==> config.mk <==
export PLATFORM = sky130hd
export DESIGN_NAME = qes_scaler
export DESIGN_NICKNAME = d
export VERILOG_FILES = /design/src/rtl/qes_pkg.sv /design/src/rtl/qes_scaler.sv
export SDC_FILE = /design/constraint.sdc
export NUM_CORES = 1
export LEC_CHECK = 0
export ABC_AREA = 1
export BUFFER_PORTS_ARGS = -buffer_cell sky130_fd_sc_hd__buf_2
export CAP_MARGIN = 10
export CELL_PAD_IN_SITES_DETAIL_PLACEMENT = 1
export CELL_PAD_IN_SITES_GLOBAL_PLACEMENT = 2
export CORE_MARGIN = 2
export CORE_UTILIZATION = 30
export CTS_CLUSTER_DIAMETER = 50
export CTS_CLUSTER_SIZE = 8
export DETAILED_ROUTE_END_ITERATION = 16
export MAX_ROUTING_LAYER = met4
export PLACE_DENSITY = 0.78
export SLEW_MARGIN = 0
export SYNTH_ARGS = -nofsm -noshare
export SYNTH_HDL_FRONTEND = slang
export SYNTH_SLANG_ARGS = --single-unit
==> constraint.sdc <==
create_clock -name clk_sys -period 3.08 [get_ports clk_sys]
set_clock_uncertainty 0.2 [all_clocks]
set_input_delay 0 -clock clk_sys [delete_from_list [all_inputs] [get_ports clk_sys]]
set_output_delay 0 -clock clk_sys [all_outputs]
set_load 0.03 [all_outputs]
==> src/rtl/qes_pkg.sv <==
// package for the quadrature encoder scaler: widths, resets, carriers
package qes_pkg;
  // default port count and widths
  localparam int QES_PORTS = 2;
  localparam int QES_DIV_W = 16;
  localparam int QES_POS_W = 32;
  // reset values
  localparam logic [1:0] QES_AB_RST = 2'h0;
  localparam logic QES_DIR_CW = 1'b1;
  localparam logic QES_DIR_CCW = 1'b0;

  // decoded step from the quadrature decoder
  typedef struct packed {
    logic step;
    logic cw;
  } qes_step_t;
endpackage

==> src/rtl/qes_scaler.sv <==
// quadrature decoder, position counter and per-port scaled encoder outputs
`timescale 1ns/1ns
`default_nettype none

module qes_scaler import qes_pkg::*; #(
  parameter int PORTS = QES_PORTS,
  parameter int DIV_W = QES_DIV_W,
  parameter int POS_W = QES_POS_W
) (
  // clock and reset
  input wire logic clk_sys,
  input wire logic reset,
  // encoder pins
  input wire logic enc_a,
  input wire logic enc_b,
  // per-port divide factors, zero treated as one
  input wire logic [PORTS*DIV_W-1:0] div_factor,
  // per-port scaled output selects
  input wire logic [PORTS-1:0] sel_line_trig,
  input wire logic [PORTS-1:0] sel_timebase,
  input wire logic [PORTS-1:0] sel_trig_out,
  // position read request and answer
  input wire logic pos_req,
  output logic [POS_W-1:0] pos_value,
  output logic pos_valid,
  // decoded direction and step
  output logic dir_cw,
  output logic step_out,
  // scaled encoder results per port
  output logic [PORTS-1:0] scaled_edge,
  output logic [PORTS-1:0] line_trig,
  output logic [PORTS-1:0] pg_timebase,
  output logic [PORTS-1:0] trig_line_out
);

  // whole module state
  typedef struct packed {
    logic [1:0] sync1;
    logic [1:0] sync2;
    logic [1:0] ab_prev;
    logic dir;
    logic step;
    logic [POS_W-1:0] pos;
    logic [POS_W-1:0] pos_rd;
    logic pos_vld;
    logic [PORTS-1:0][DIV_W:0] lag;
    logic [PORTS-1:0][DIV_W-1:0] cnt;
    logic [PORTS-1:0] edge_p;
    logic [PORTS-1:0] ltrig;
    logic [PORTS-1:0] tbase;
    logic [PORTS-1:0] tout;
  } qes_state_t;

  qes_state_t st_r;
  qes_state_t st_nxt;

  // gray position of a two-bit quadrature code
  // a leading b walks 00, 10, 11, 01 as positions 0 to 3
  function automatic logic [1:0] qes_phase(input logic [1:0] ab);
    qes_phase = {ab[0], ab[1] ^ ab[0]};
  endfunction

  // decode one transition: step valid and direction
  function automatic qes_step_t qes_decode(input logic [1:0] prv, input logic [1:0] cur);
    logic [1:0] d;
    d = qes_phase(cur) - qes_phase(prv);
    qes_decode.step = (d == 2'h1) || (d == 2'h3);
    qes_decode.cw = (d == 2'h1);
  endfunction

  // per-port divide factor, zero read as one
  // a zero factor would also fire on every forward step, so it acts as one
  function automatic logic [DIV_W-1:0] qes_div(input int p, input logic [PORTS*DIV_W-1:0] v);
    logic [DIV_W-1:0] f;
    f = v[p*DIV_W +: DIV_W];
    qes_div = (f == '0) ? DIV_W'(1) : f;
  endfunction

  qes_step_t dec;

  // next-state logic
  always_comb begin
    st_nxt = st_r;
    st_nxt.sync1 = {enc_a, enc_b};
    st_nxt.sync2 = st_r.sync1;
    st_nxt.ab_prev = st_r.sync2;
    dec = qes_decode(st_r.ab_prev, st_r.sync2);
    st_nxt.step = dec.step;
    if (dec.step) begin
      st_nxt.dir = dec.cw ? QES_DIR_CW : QES_DIR_CCW;
    end
    if (dec.step) begin
      st_nxt.pos = dec.cw ? st_r.pos + POS_W'(1) : st_r.pos - POS_W'(1);
    end
    st_nxt.pos_vld = pos_req;
    if (pos_req) begin
      st_nxt.pos_rd = st_r.pos;
    end
    for (int p = 0; p < PORTS; p++) begin
      st_nxt.edge_p[p] = 1'b0;
      // reverse steps owed before forward counts
      if (dec.step && !dec.cw) begin
        st_nxt.lag[p] = st_r.lag[p] + (DIV_W+1)'(1);
      end else if (dec.step && dec.cw) begin
        if (st_r.lag[p] != '0) begin
          st_nxt.lag[p] = st_r.lag[p] - (DIV_W+1)'(1);
        end else if (st_r.cnt[p] + DIV_W'(1) >= qes_div(p, div_factor)) begin
          st_nxt.cnt[p] = '0;
          st_nxt.edge_p[p] = 1'b1;
        end else begin
          st_nxt.cnt[p] = st_r.cnt[p] + DIV_W'(1);
        end
      end
      st_nxt.ltrig[p] = st_nxt.edge_p[p] & sel_line_trig[p];
      st_nxt.tbase[p] = st_nxt.edge_p[p] & sel_timebase[p];
      st_nxt.tout[p] = st_nxt.edge_p[p] & sel_trig_out[p];
    end
  end

  // state register
  // synchronous reset, direction starts clockwise
  always_ff @(posedge clk_sys) begin
    if (reset) begin
      st_r <= '0;
      st_r.dir <= QES_DIR_CW;
    end else begin
      st_r <= st_nxt;
    end
  end

  // outputs straight from flops
  assign pos_value = st_r.pos_rd;
  assign pos_valid = st_r.pos_vld;
  assign dir_cw = st_r.dir;
  assign step_out = st_r.step;
  assign scaled_edge = st_r.edge_p;
  assign line_trig = st_r.ltrig;
  assign pg_timebase = st_r.tbase;
  assign trig_line_out = st_r.tout;

  a_cw_count_up: assert property (@(posedge clk_sys) disable iff (reset)
    st_r.step && st_r.dir |-> st_r.pos == $past(st_r.pos) + POS_W'(1))
    else $error("clockwise step did not increment position");

  a_ccw_count_down: assert property (@(posedge clk_sys) disable iff (reset)
    st_r.step && !st_r.dir |-> st_r.pos == $past(st_r.pos) - POS_W'(1))
    else $error("counter-clockwise step did not decrement position");

  a_double_change: assert property (@(posedge clk_sys) disable iff (reset)
    (st_r.ab_prev ^ st_r.sync2) == 2'h3 |=> !st_r.step)
    else $error("both channels changed yet a step was counted");

  // no port 0 scaled edge without a forward step
  a_edge_forward: assert property (@(posedge clk_sys) disable iff (reset)
    st_r.edge_p[0] |-> st_r.step && st_r.dir)
    else $error("scaled edge without forward step");

  a_div_range: assert property (@(posedge clk_sys) disable iff (reset)
    st_r.cnt[0] < qes_div(0, div_factor) || $changed(div_factor))
    else $error("divider count reached the factor");

  // port 0 line trigger follows edge and select
  a_line_trig: assert property (@(posedge clk_sys) disable iff (reset)
    st_r.ltrig[0] == (st_r.edge_p[0] && $past(sel_line_trig[0])))
    else $error("line trigger does not match scaled edge");

  // position answer one cycle after request
  a_pos_read: assert property (@(posedge clk_sys) disable iff (reset)
    pos_req |=> pos_valid && pos_value == $past(st_r.pos))
    else $error("position read answer wrong");

  // scaled edge only on a step
  a_edge_step: assert property (@(posedge clk_sys) disable iff (reset)
    $past(|st_nxt.edge_p) |-> st_r.step)
    else $error("scaled edge without decoded step");

  // per-port checks, one set for each scaler
  for (genvar g = 0; g < PORTS; g++) begin : g_port
    // owed reverse steps block the edge
    a_owed_no_edge: assert property (@(posedge clk_sys) disable iff (reset)
      st_r.lag[g] != '0 && dec.step && dec.cw |=> !st_r.edge_p[g])
      else $error("scaled edge while reverse steps were owed");

    // each port edge needs forward step
    a_port_forward: assert property (@(posedge clk_sys) disable iff (reset)
      st_r.edge_p[g] |-> st_r.step && st_r.dir)
      else $error("port scaled edge without forward step");

    // each port counter below own factor
    a_port_div: assert property (@(posedge clk_sys) disable iff (reset)
      st_r.cnt[g] < qes_div(g, div_factor) || $changed(div_factor))
      else $error("port divider count reached its factor");

    // trigger line follows edge and select
    a_port_tout: assert property (@(posedge clk_sys) disable iff (reset)
      st_r.tout[g] == (st_r.edge_p[g] && $past(sel_trig_out[g])))
      else $error("trigger line output does not match scaled edge");
  end

endmodule
`default_nettype wire

==> impl_results.md, run 1 <==
- Ant diodes: 0
- Post-synthesis cell type count: 40
- FF+latch count, synth: 147
- P_int: 5400 uW
- Commonest non-fill, non-tap cell in the layout: nand2_1
- Total track usage: 18.4%
- Initial antenna violation count: 0
- Final Max Slew Viols: 0
- CTS Root Cell: clkbuf_16
- Synth warn: 0
- Sequential fraction of the synthesis area: 26.1%
- Worst-Skew Late Latency: 0.46 ns
- First-pass GRT wire length: 56200 um
- Initial Util: 30.6%
- Cell count after synthesis: 1819
- Mapped Nets: 1960
- Multiplexer share of the synthesized area: 0%
- Avg Inst Size Synth: 6.19 um2
- Switching Fraction: 43.7%
- Final period utilization: 98.3%
- GPL Wtd Cong: 0.850
- Die Wd: 198 um
- Nets: 2061
- Leakage power: 0.00708 uW
- Crit path launch type: flip-flop
- Vias in the first global route: 11500
- Data arrival, critical path: 3.17 ns
- Share of cells above drive strength 1: 19.6%
- CP Data Required Time: 3.22 ns
- NetSw: 4190 uW
- Synth Area in XOR/XNOR: 4.43%
- Die area: 39100 um2
- Antenna Nets Post-Route: 0
- Crit path time final: 3.03 ns
- Min-delay worst type: in -> reg
- Max VDD drop: 0.376 mV
- Iter 0 DRT Violations: 380
- CTS sink count: 147
- Slew headroom: 30.0%
- I/O Pins: 86
- Pwr Density: 681 nW/um2
- Post-synthesis adder-cell area fraction: 11.1%
- Worst slew pin tran: 1.05 ns
- Gr ovfl total: 0
- Synth async-reset ratio: 0%
- Setup violators final: 0
- Die H: 198 um
- Core area: 36800 um2
- Hold Fails Final Rpt: 0
- DP Wirelength: 26300 um
- Design area: 14100 um2
- Vias: 11300
- Clk slew on worst S/H paths: 0.07 ns
- Largest net degree at the start of global routing: 53
- I/O Buffers: 85
- Flop pwr share: 24.8%
- Clock power share: 23.7%
- Status: completed
- Final wirelength: 35100 um
- Post-DP Area: 12300 um2
- Wire per inst: 14.6 um
- Synth Area in Compound Gates: 11.2%
- Max Clk Rate: 0.330 GHz
- Worst Setup End Kind: flip-flop
- Drt pass-1 iters: 4
- Vias per cell: 4.69
- Synth Cell Area: 11300 um2
- DRC viols: 0
- # rows: 70
- Commonest cells after routing, fill and taps aside: nand2_1, inv_1, nor2_1
- CTS buffer count: 17
- Post-synth EDFFs: 0
- Clock Tree Buf Depth: 2
- Main synth FF type: dfxtp_1
- Crit Path Class: reg -> reg
- Crit path max fanout: 18
- Area grow syn2layout: 25.1%
- Comb pwr share: 51.5%
- RSZ-0062 raised after global routing: yes
- Htree depth: 4
- Main combinational cell family by area after synthesis: simple AND/OR/NAND/NOR gates
- Max Cap Viol: 0
- Hold Slack: 0.0182 ns
- Post-Synth Simple-Gate Area: 33.1%
- CTS tree: done
-- worst max-delay path, stage by stage (launching register included) --
cell and delay, ns:
dfxtp_4 0.38, xor2_4 0.17, ha_4 0.15, nand3b_1 0.11, nand2_2 0.10, nor2_4 0.15
clkinvlp_4 0.14, buf_12 0.19, ha_1 0.34, a21oi_1 0.21, o21ai_0 0.13, inv_1 0.11
nor2_1 0.05, nor2_1 0.08, nand2_1 0.11, nand2_1 0.08, nand2_1 0.04, nor2_1 0.11
nor2_1 0.05
-- routing by layer --
layer	vias up	wire length [um]	track usage [%]
li1	5876	-	-
met1	5285	16300	22.3
met2	82	17600	32.3
met3	28	621	2.62
met4	0	462	4.46
met5	-	0	-
-- Yosys cell counts, drive strengths merged (23+ instances only) --
| cell | instances | area [um2] |
|---|---|---|
| nor3 | 24 | 136 |
| inv | 290 | 1090 |
| nand2 | 433 | 1640 |
| buf | 53 | 387 |
| clkbuf | 28 | 106 |
| nand4 | 23 | 144 |
| nand3 | 94 | 475 |
| o21ai | 114 | 571 |
| a21oi | 111 | 556 |
| xor2 | 46 | 403 |
| ha | 95 | 1190 |
| dfxtp | 147 | 2940 |
| nor2 | 301 | 1140 |
-- power by group through the flow --
stage / registers (uW) / logic [uW] / clock network [uW]
6_report: 2380 / 4940 / 2270
5_1_grt: 2410 / 5600 / 2430
4_1_cts: 2340 / 4340 / 2350
3_5_place_dp: 2380 / 4230 / 0
3_3_place_gp: 2380 / 4150 / 0
2_1_floorplan: 2300 / 3120 / 0
-- area by class of cell --
type / count / area [um2]
inverter: 290 / 1100
sequential: 147 / 2950
timing repair buffer: 163 / 1120
tap: 468 / 586
multi-input combinational: 1301 / 7690
clock inverter: 13 / 175
clock buffer: 19 / 453
fill: 4758 / 22700
-- through the flow --
step           utilization, %   TNS (ns)  power [uW]  std cells  worst slack [ns]
2_1_floorplan               -      -1.04        5420       1819            -0.135
3_3_place_gp             33.5    -0.0736        6520       2348           -0.0190
3_5_place_dp             33.5     -0.446        6610       2348           -0.0766
4_1_cts                  35.7  -0.000169        9030       2390         -0.000169
5_1_grt                  38.3      -1.07       10400       2401           -0.0918
6_report                 38.3          0        9590       2401            0.0508
-- flip-flops by register name, indices dropped and copies added (netlist names) --
name	cells
dir_cw	1
line_trig	2
pg_timebase	2
pos_valid	1
pos_value	32
scaled_edge	2
st_nxt	4
st_r	100
step_out	1
trig_line_out	2
-- cell families after synthesis --
| family | after synthesis |
|---|---|
| adders and majority gates | 98 |
| and+or+nand+nor | 903 |
| DFF | 147 |
| xor gates and xnor gates | 57 |
| buffers and inverters | 371 |
| AOI/OAI and AO/OA | 243 |
-- repair_timing --
| action | 4_1_cts | 5_1_grt |
|---|---|---|
| pin swaps | 3 | 31 |
| gates resized for setup | 22 | 190 |
| gates cloned | 0 | 3 |
| setup endpoints to repair | 13 | 81 |
| hold buffers | 9 | 0 |
| buffers inserted | 1 | 8 |
| endpoints found under the hold margin | 30 | 0 |
-- path summary, 6_finish.rpt --
| kind | start | endpoint | slack, ns | cells past startpoint |
|---|---|---|---|---|
| worst min register to register | st_nxt[143] | st_nxt[141] | 0.22 | 2 |
| worst max register to register | st_r[141] | st_r[73] | 0.05 | 18 |
| worst min-delay path | reset | st_nxt[141] | 0.02 | 3 |
| worst max-delay path | st_r[141] | st_r[73] | 0.05 | 18 |
Power figures use the tool's default switching activity.
==> inputs of run 2 (changes only) <==
--- a/config.mk
+++ b/config.mk
@@ -5,18 +5,18 @@
 export SDC_FILE = /design/constraint.sdc
 export NUM_CORES = 1
 export LEC_CHECK = 0
-export ABC_AREA = 1
 export BUFFER_PORTS_ARGS = -buffer_cell sky130_fd_sc_hd__buf_2
 export CAP_MARGIN = 10
 export CELL_PAD_IN_SITES_DETAIL_PLACEMENT = 1
 export CELL_PAD_IN_SITES_GLOBAL_PLACEMENT = 2
 export CORE_MARGIN = 2
-export CORE_UTILIZATION = 30
+export CORE_UTILIZATION = 33
 export CTS_CLUSTER_DIAMETER = 50
 export CTS_CLUSTER_SIZE = 8
 export DETAILED_ROUTE_END_ITERATION = 16
 export MAX_ROUTING_LAYER = met4
 export PLACE_DENSITY = 0.78
+export RECOVER_POWER = 50
 export SLEW_MARGIN = 0
 export SYNTH_ARGS = -nofsm -noshare
 export SYNTH_HDL_FRONTEND = slang
==> impl_results.md, run 2 <==
- Commonest cells after routing, fill and taps aside: buf_4, dfxtp_1, nand2_1
- Gr ovfl total: 0
- Max Clk Rate: 0.269 GHz
- Failing checks: max-capacitance violations, max-slew violations, negative setup slack
- Min-delay worst type: in -> reg
- Synth warn: 0
- Setup TNS: -16.85 ns
- # rows: 63
- Area grow syn2layout: 49.5%
- Crit path launch type: flip-flop
- Post-DP Area: 12200 um2
- DP Wirelength: 21600 um
- Vias in the first global route: 10500
- Crit Path Class: reg -> reg
- CTS sink count: 147
- Ant diodes: 0
- Core area: 29600 um2
- Largest register FFs: 100
- Buf+Inv Stages, Crit Path: 3
- Setup violators final: 47
- Synth top area share: 29.8%
- Synth async-reset ratio: 0%
- Drt pass-1 iters: 4
- Iter 0 DRT Violations: 307
- Crit path max fanout: 6
- Worst Setup Slack, final: -0.640 ns
- Post-synthesis cell type count: 70
- Avg Inst Size Synth: 8.06 um2
- Commonest cells post-synth: dfxtp_1, nor2_1, nand2_1, ha_1, a21oi_1
- Cell count after synthesis: 1224
- Worst Setup End Kind: flip-flop
- Final wirelength: 33700 um
- Worst slew pin tran: 2.46 ns
- FF+latch area: 2970 um2
- Max VDD drop: 0.584 mV
- NetSw: 6200 uW
- I/O Buffers: 85
- Slew headroom: -64.3%
- Comb pwr share: 67.1%
- Wire per inst: 17.5 um
- Vias per cell: 5.20
- Post-synth EDFFs: 0
- Hold Fails Final Rpt: 0
- Total track usage: 21.0%
- Design area: 14700 um2
- Family with the most delay on the worst path: compound AO/OA/AOI/OAI gates
- Die Wd: 177 um
- CP Data Required Time: 3.20 ns
- P_int: 8630 uW
- Antenna Nets Post-Route: 0
- First-pass GRT wire length: 52100 um
- GPL Wtd Cong: 0.831
- Final cell count without fillers: 1924
- Status: finished, violations left
- Area of the multi-input gates: 7760 um2
- Hold Slack: 0.0525 ns
- Crit-path cells: xor2_1 > ha_2 > xnor2_4 > buf_6 > and2_4 > clkinv_8 > buf_12 > ha_4 > o21ai_2 > o21ai_4 > nand2_2 > o31ai_4 > o211ai_1 > o21ai_1 > mux2i_1 > mux2_2
- Initial antenna violation count: 0
- CTS buffer count: 17
- Main synth FF type: dfxtp_1
- Synth Cell Area: 9870 um2
- Htree depth: 4
- FILL cells: 3409
- Leakage power: 0.00648 uW
- Clock power share: 14.8%
- Crit path largest cell delay: 0.36 ns
- Most frequent cell after synthesis: dfxtp_1
- Crit path time final: 3.72 ns
- Share of cells above drive strength 1: 38.1%
- RSZ-0062 raised after global routing: yes
- FF+latch count, synth: 147
- Clk slew on worst S/H paths: 0.06 ns
- Vias: 10000
- Most flop-heavy register: st_r
- Cell accounting for the most synthesized area: dfxtp_1
- Flop pwr share: 18.1%
- CTS tree: done
- Switching Fraction: 41.8%
- Final period utilization: 121%
- Pwr Density: 1010 nW/um2
- I/O Pins: 86
- CTS Root Cell: clkbuf_16
- Die area: 31300 um2
- Slowest-stage cell, CP: mux2_2
- Sequential fraction of the synthesis area: 29.8%
- Nets: 1663
- DRC viols: 0
- Worst-Skew Late Latency: 0.43 ns
- Max Cap Viol: 1
- Die H: 177 um
- DP Cell Count: 1836
- Data arrival, critical path: 3.84 ns
- Largest net degree at the start of global routing: 65
- Clock Tree Buf Depth: 2
- Top post-synthesis cells by area: dfxtp_1, ha_1, xnor2_1
- Final Max Slew Viols: 34
- Initial Util: 33.4%
- Commonest non-fill, non-tap cell in the layout: buf_4
- Mapped Nets: 1365
==> run 2: cell count changes after synthesis, sizes merged, moves of 37 or more <==
cell,before,now
nand2,433,132
inv,290,59
nor2,301,135
o21ai,114,45
nand3,94,31
xnor2,11,62
mux2i,0,37
==> run 2: logic make-up (layout without fill, tap and decap cells) <==
kind of cell	Yosys count	count (layout)	synth area share [%]
compound gates	265	265	17.2
xor+xnor	97	97	8.88
fa+ha+maj	98	98	12.7
buf+inv	144	454	7.04
flops	147	147	29.8
mux	40	40	4.10
simple gates	433	433	20.4
==> run 2: what timing repair did <==
action                                  in CTS  in global routing
hold buffers                                10                  0
endpoints found under the hold margin       66                  0
setup buffers                               28                 31
endpoints found under the setup margin      85                 88
resized for setup                          150                157
gates cloned                                 0                  1
pin swaps                                   66                128
==> run 2: metrics by stage <==
step	setup slack, ns	power (uW)	util, %
4_1_cts	-0.472	13300	46.8
6_report	-0.640	14800	49.9
3_5_place_dp	-0.698	9800	41.3
5_1_grt	-0.799	15800	49.9
3_3_place_gp	-0.494	9610	41.3
2_1_floorplan	-0.540	7100	-
==> run 2: per-layer routing <==
metal / vias up / wire length (um) / track usage [%]
met4: 0 / 617 / 5.79
met1: 4925 / 14600 / 24.1
li1: 4878 / - / -
met5: - / 0 / -
met2: 152 / 17700 / 38.5
met3: 52 / 768 / 2.47
==> run 2: worst paths after layout <==
| check | slack [ns] | end | depth (start not counted) | start |
|---|---|---|---|---|
| setup reg to reg | -0.64 | st_r[56] | 16 | st_r[141] |
| setup / recovery | -0.64 | st_r[56] | 16 | st_r[141] |
| hold reg to reg | 0.25 | st_r[22] | 2 | st_r[22] |
| hold / removal | 0.05 | st_r[25] | 7 | div_factor[31] |
==> run 2: power by group through the flow <==
| stage | Clock, uW | Sequential [uW] | Combinational, uW |
|---|---|---|---|
| final | 2200 | 2680 | 9950 |
| after global routing | 2320 | 2730 | 10800 |
| after CTS | 2240 | 2670 | 8420 |
| after detailed placement | 0 | 2680 | 7120 |
| after global placement | 0 | 2660 | 6950 |
| after floorplan | 0 | 2540 | 4560 |
==> run 2: worst register-to-register path: cells and delay by family, from the launching register on <==
family                   cells  cell delay [ns]
buffers and inverters        3             0.35
AND/OR/NAND/NOR              2             0.27
multiplexers                 2             0.63
flip-flops                   1             0.34
adder cells (fa/ha/maj)      2             0.55
XOR/XNOR                     2             0.36
AO/OA/AOI/OAI                5             0.91
==> run 2: cell type report <==
cell class                 count  area share [%]
sequential                   147            20.1
timing repair buffer         363            18.3
inverter                      60            1.65
clock buffer                  19            3.00
multi-input combinational    933            52.6
tap                          390            3.31
clock inverter                12            1.06
==> inputs of run 3 (changes only) <==
--- a/config.mk
+++ b/config.mk
@@ -15,7 +15,7 @@
 export CTS_CLUSTER_SIZE = 8
 export DETAILED_ROUTE_END_ITERATION = 16
 export MAX_ROUTING_LAYER = met4
-export PLACE_DENSITY = 0.78
+export PLACE_DENSITY_LB_ADDON = 0.05
 export RECOVER_POWER = 50
 export SLEW_MARGIN = 0
 export SYNTH_ARGS = -nofsm -noshare
==> impl_results.md, run 3 (synthesis gave the netlist of run 2 again) <==
- Max VDD drop: 0.588 mV
- Post-layout util: 50.7%
- I/O Buffers: 85
- Reg2reg path depth: 15
- First-pass GRT wire length: 50700 um
- I/O Pins: 86
- Max Clk Rate: 0.283 GHz
- Commonest cells after routing, fill and taps aside: buf_4, dfxtp_1, nand2_1
- Gr ovfl total: 0
- Worst slew pin tran: 1.42 ns
- Design Power: 14600 uW
- FILL cells: 3469
- Iter 0 DRT Violations: 234
- CTS buffer count: 17
- Final Max Slew Viols: 0
- Antenna Nets Post-Route: 0
- Ant diodes: 0
- GPL Wtd Cong: 0.803
- Htree depth: 4
- Hold path depth: 3
- Worst Setup Slack, final: -0.456 ns
- Die area: 31300 um2
- Area of the multi-input gates: 7790 um2
- Slew headroom: 5.64%
- Pwr Density: 972 nW/um2
- Initial antenna violation count: 0
- Wire per inst: 15.9 um
- Most flop-heavy register: st_r
- Post-DP Area: 12300 um2
- Max Cap Viol: 0
- CP Data Required Time: 3.20 ns
- DRC viols: 0
- Core area: 29600 um2
- Vias: 9653
- Crit path max fanout: 7
- Total track usage: 20.7%
- Crit path launch type: flip-flop
- Hold Fails Final Rpt: 0
- Crit path time final: 3.54 ns
- FF+latch area: 2970 um2
- Leakage power: 0.00659 uW
- Vias per cell: 4.97
- DP Wirelength: 21400 um
- RSZ-0062 raised after global routing: yes
- Nets: 1683
- CTS sink count: 147
- Commonest non-fill, non-tap cell in the layout: buf_4
- Clock Tree Buf Depth: 2
- Drt pass-1 iters: 4
- Largest register FFs: 100
- Data arrival, critical path: 3.66 ns
- Crit Path Class: reg -> reg
- Hold Startpoint: sel_trig_out[0]
- Initial Util: 33.4%
- Worst-Skew Late Latency: 0.44 ns
- CTS tree: done
- Reg2reg setup slack: -0.46 ns
- R2r startpoint: st_r[141]
- R2R Path End: st_r[129]
- Setup violators final: 43
- Failing checks: negative setup slack
- Die Wd: 177 um
- Share of cells above drive strength 1: 38.4%
- Final wirelength: 31000 um
- # rows: 63
- Clk slew on worst S/H paths: 0.06 ns
- Setup WS pre-CTS: -0.611 ns
- Vias in the first global route: 10300
- Final period utilization: 115%
- Die H: 177 um
- Design area: 15000 um2
- Min-delay worst type: in -> reg
- Largest net degree at the start of global routing: 55
- Area grow syn2layout: 51.7%
- CTS Root Cell: clkbuf_16
- Worst Setup End Kind: flip-flop
- Hold Path End: trig_line_out[0]
- Status: finished, violations left
-- run 3: cell type report --
class	instances	share of cell area [%]
flip-flops and latches	147	19.8
multi-input cells	934	52.0
clock buffers	22	3.17
repair buffers	381	19.0
repair inverters	1	0.109
clock inverters	9	1.02
well taps	390	3.26
inverters	60	1.62
-- run 3: critical path: stages (launching register included) --
cell      delay, ns
dfxtp_2        0.33
xor2_2         0.18
ha_4           0.18
xnor2_4        0.14
nand2b_4       0.24
buf_6          0.18
ha_4           0.27
and3_4         0.20
nand2_2        0.05
or3_4          0.33
o211a_1        0.25
o21bai_2       0.21
buf_4          0.16
a21oi_2        0.05
and4_1         0.19
a311o_1        0.26
-- run 3: metal layers --
layer	vias to the layer above	GRT usage (%)	wire, um
met2	52	36.8	16000
li1	4912	-	-
met1	4666	24.6	14200
met5	-	-	0
met4	0	4.82	363
met3	23	2.90	450
-- run 3: worst max path at each step --
stage	start	endpoint	slack, ns	cells after the start
after floorplan	st_r[141]	st_r[138]	-0.54	14
after global placement	st_nxt[141]	st_r[134]	-0.55	15
after detailed placement	st_nxt[141]	st_r[134]	-0.61	15
after CTS	st_r[141]	st_r[138]	-0.50	14
after global routing	st_r[141]	st_r[138]	-0.59	13
final	st_r[141]	st_r[129]	-0.46	15
-- run 3: timing repair --
action / CTS / global route
hold endpoints to repair: 48 / 0
resized for setup: 174 / 161
endpoints found under the setup margin: 80 / 89
hold buffers: 11 / 0
gates cloned: 2 / 1
pin swaps: 117 / 149
setup buffers: 40 / 31
-- run 3: through the flow --
| stage | TNS [ns] | hold WS (ns) | std cells |
|---|---|---|---|
| floorplan | -6.14 | -0.0878 | 1224 |
| global placement | -13.41 | 0.00192 | 1848 |
| detailed placement | -18.45 | 0.00713 | 1848 |
| CTS | -10.31 | 0.0855 | 1927 |
| global route | -18.99 | 0.127 | 1944 |
| finish | -7.45 | 0.120 | 1944 |
-- run 3: power breakdown --
group | switching [uW] | internal (uW)
combinational | 4630 | 5000
clock | 838 | 1410
sequential | 395 | 2270
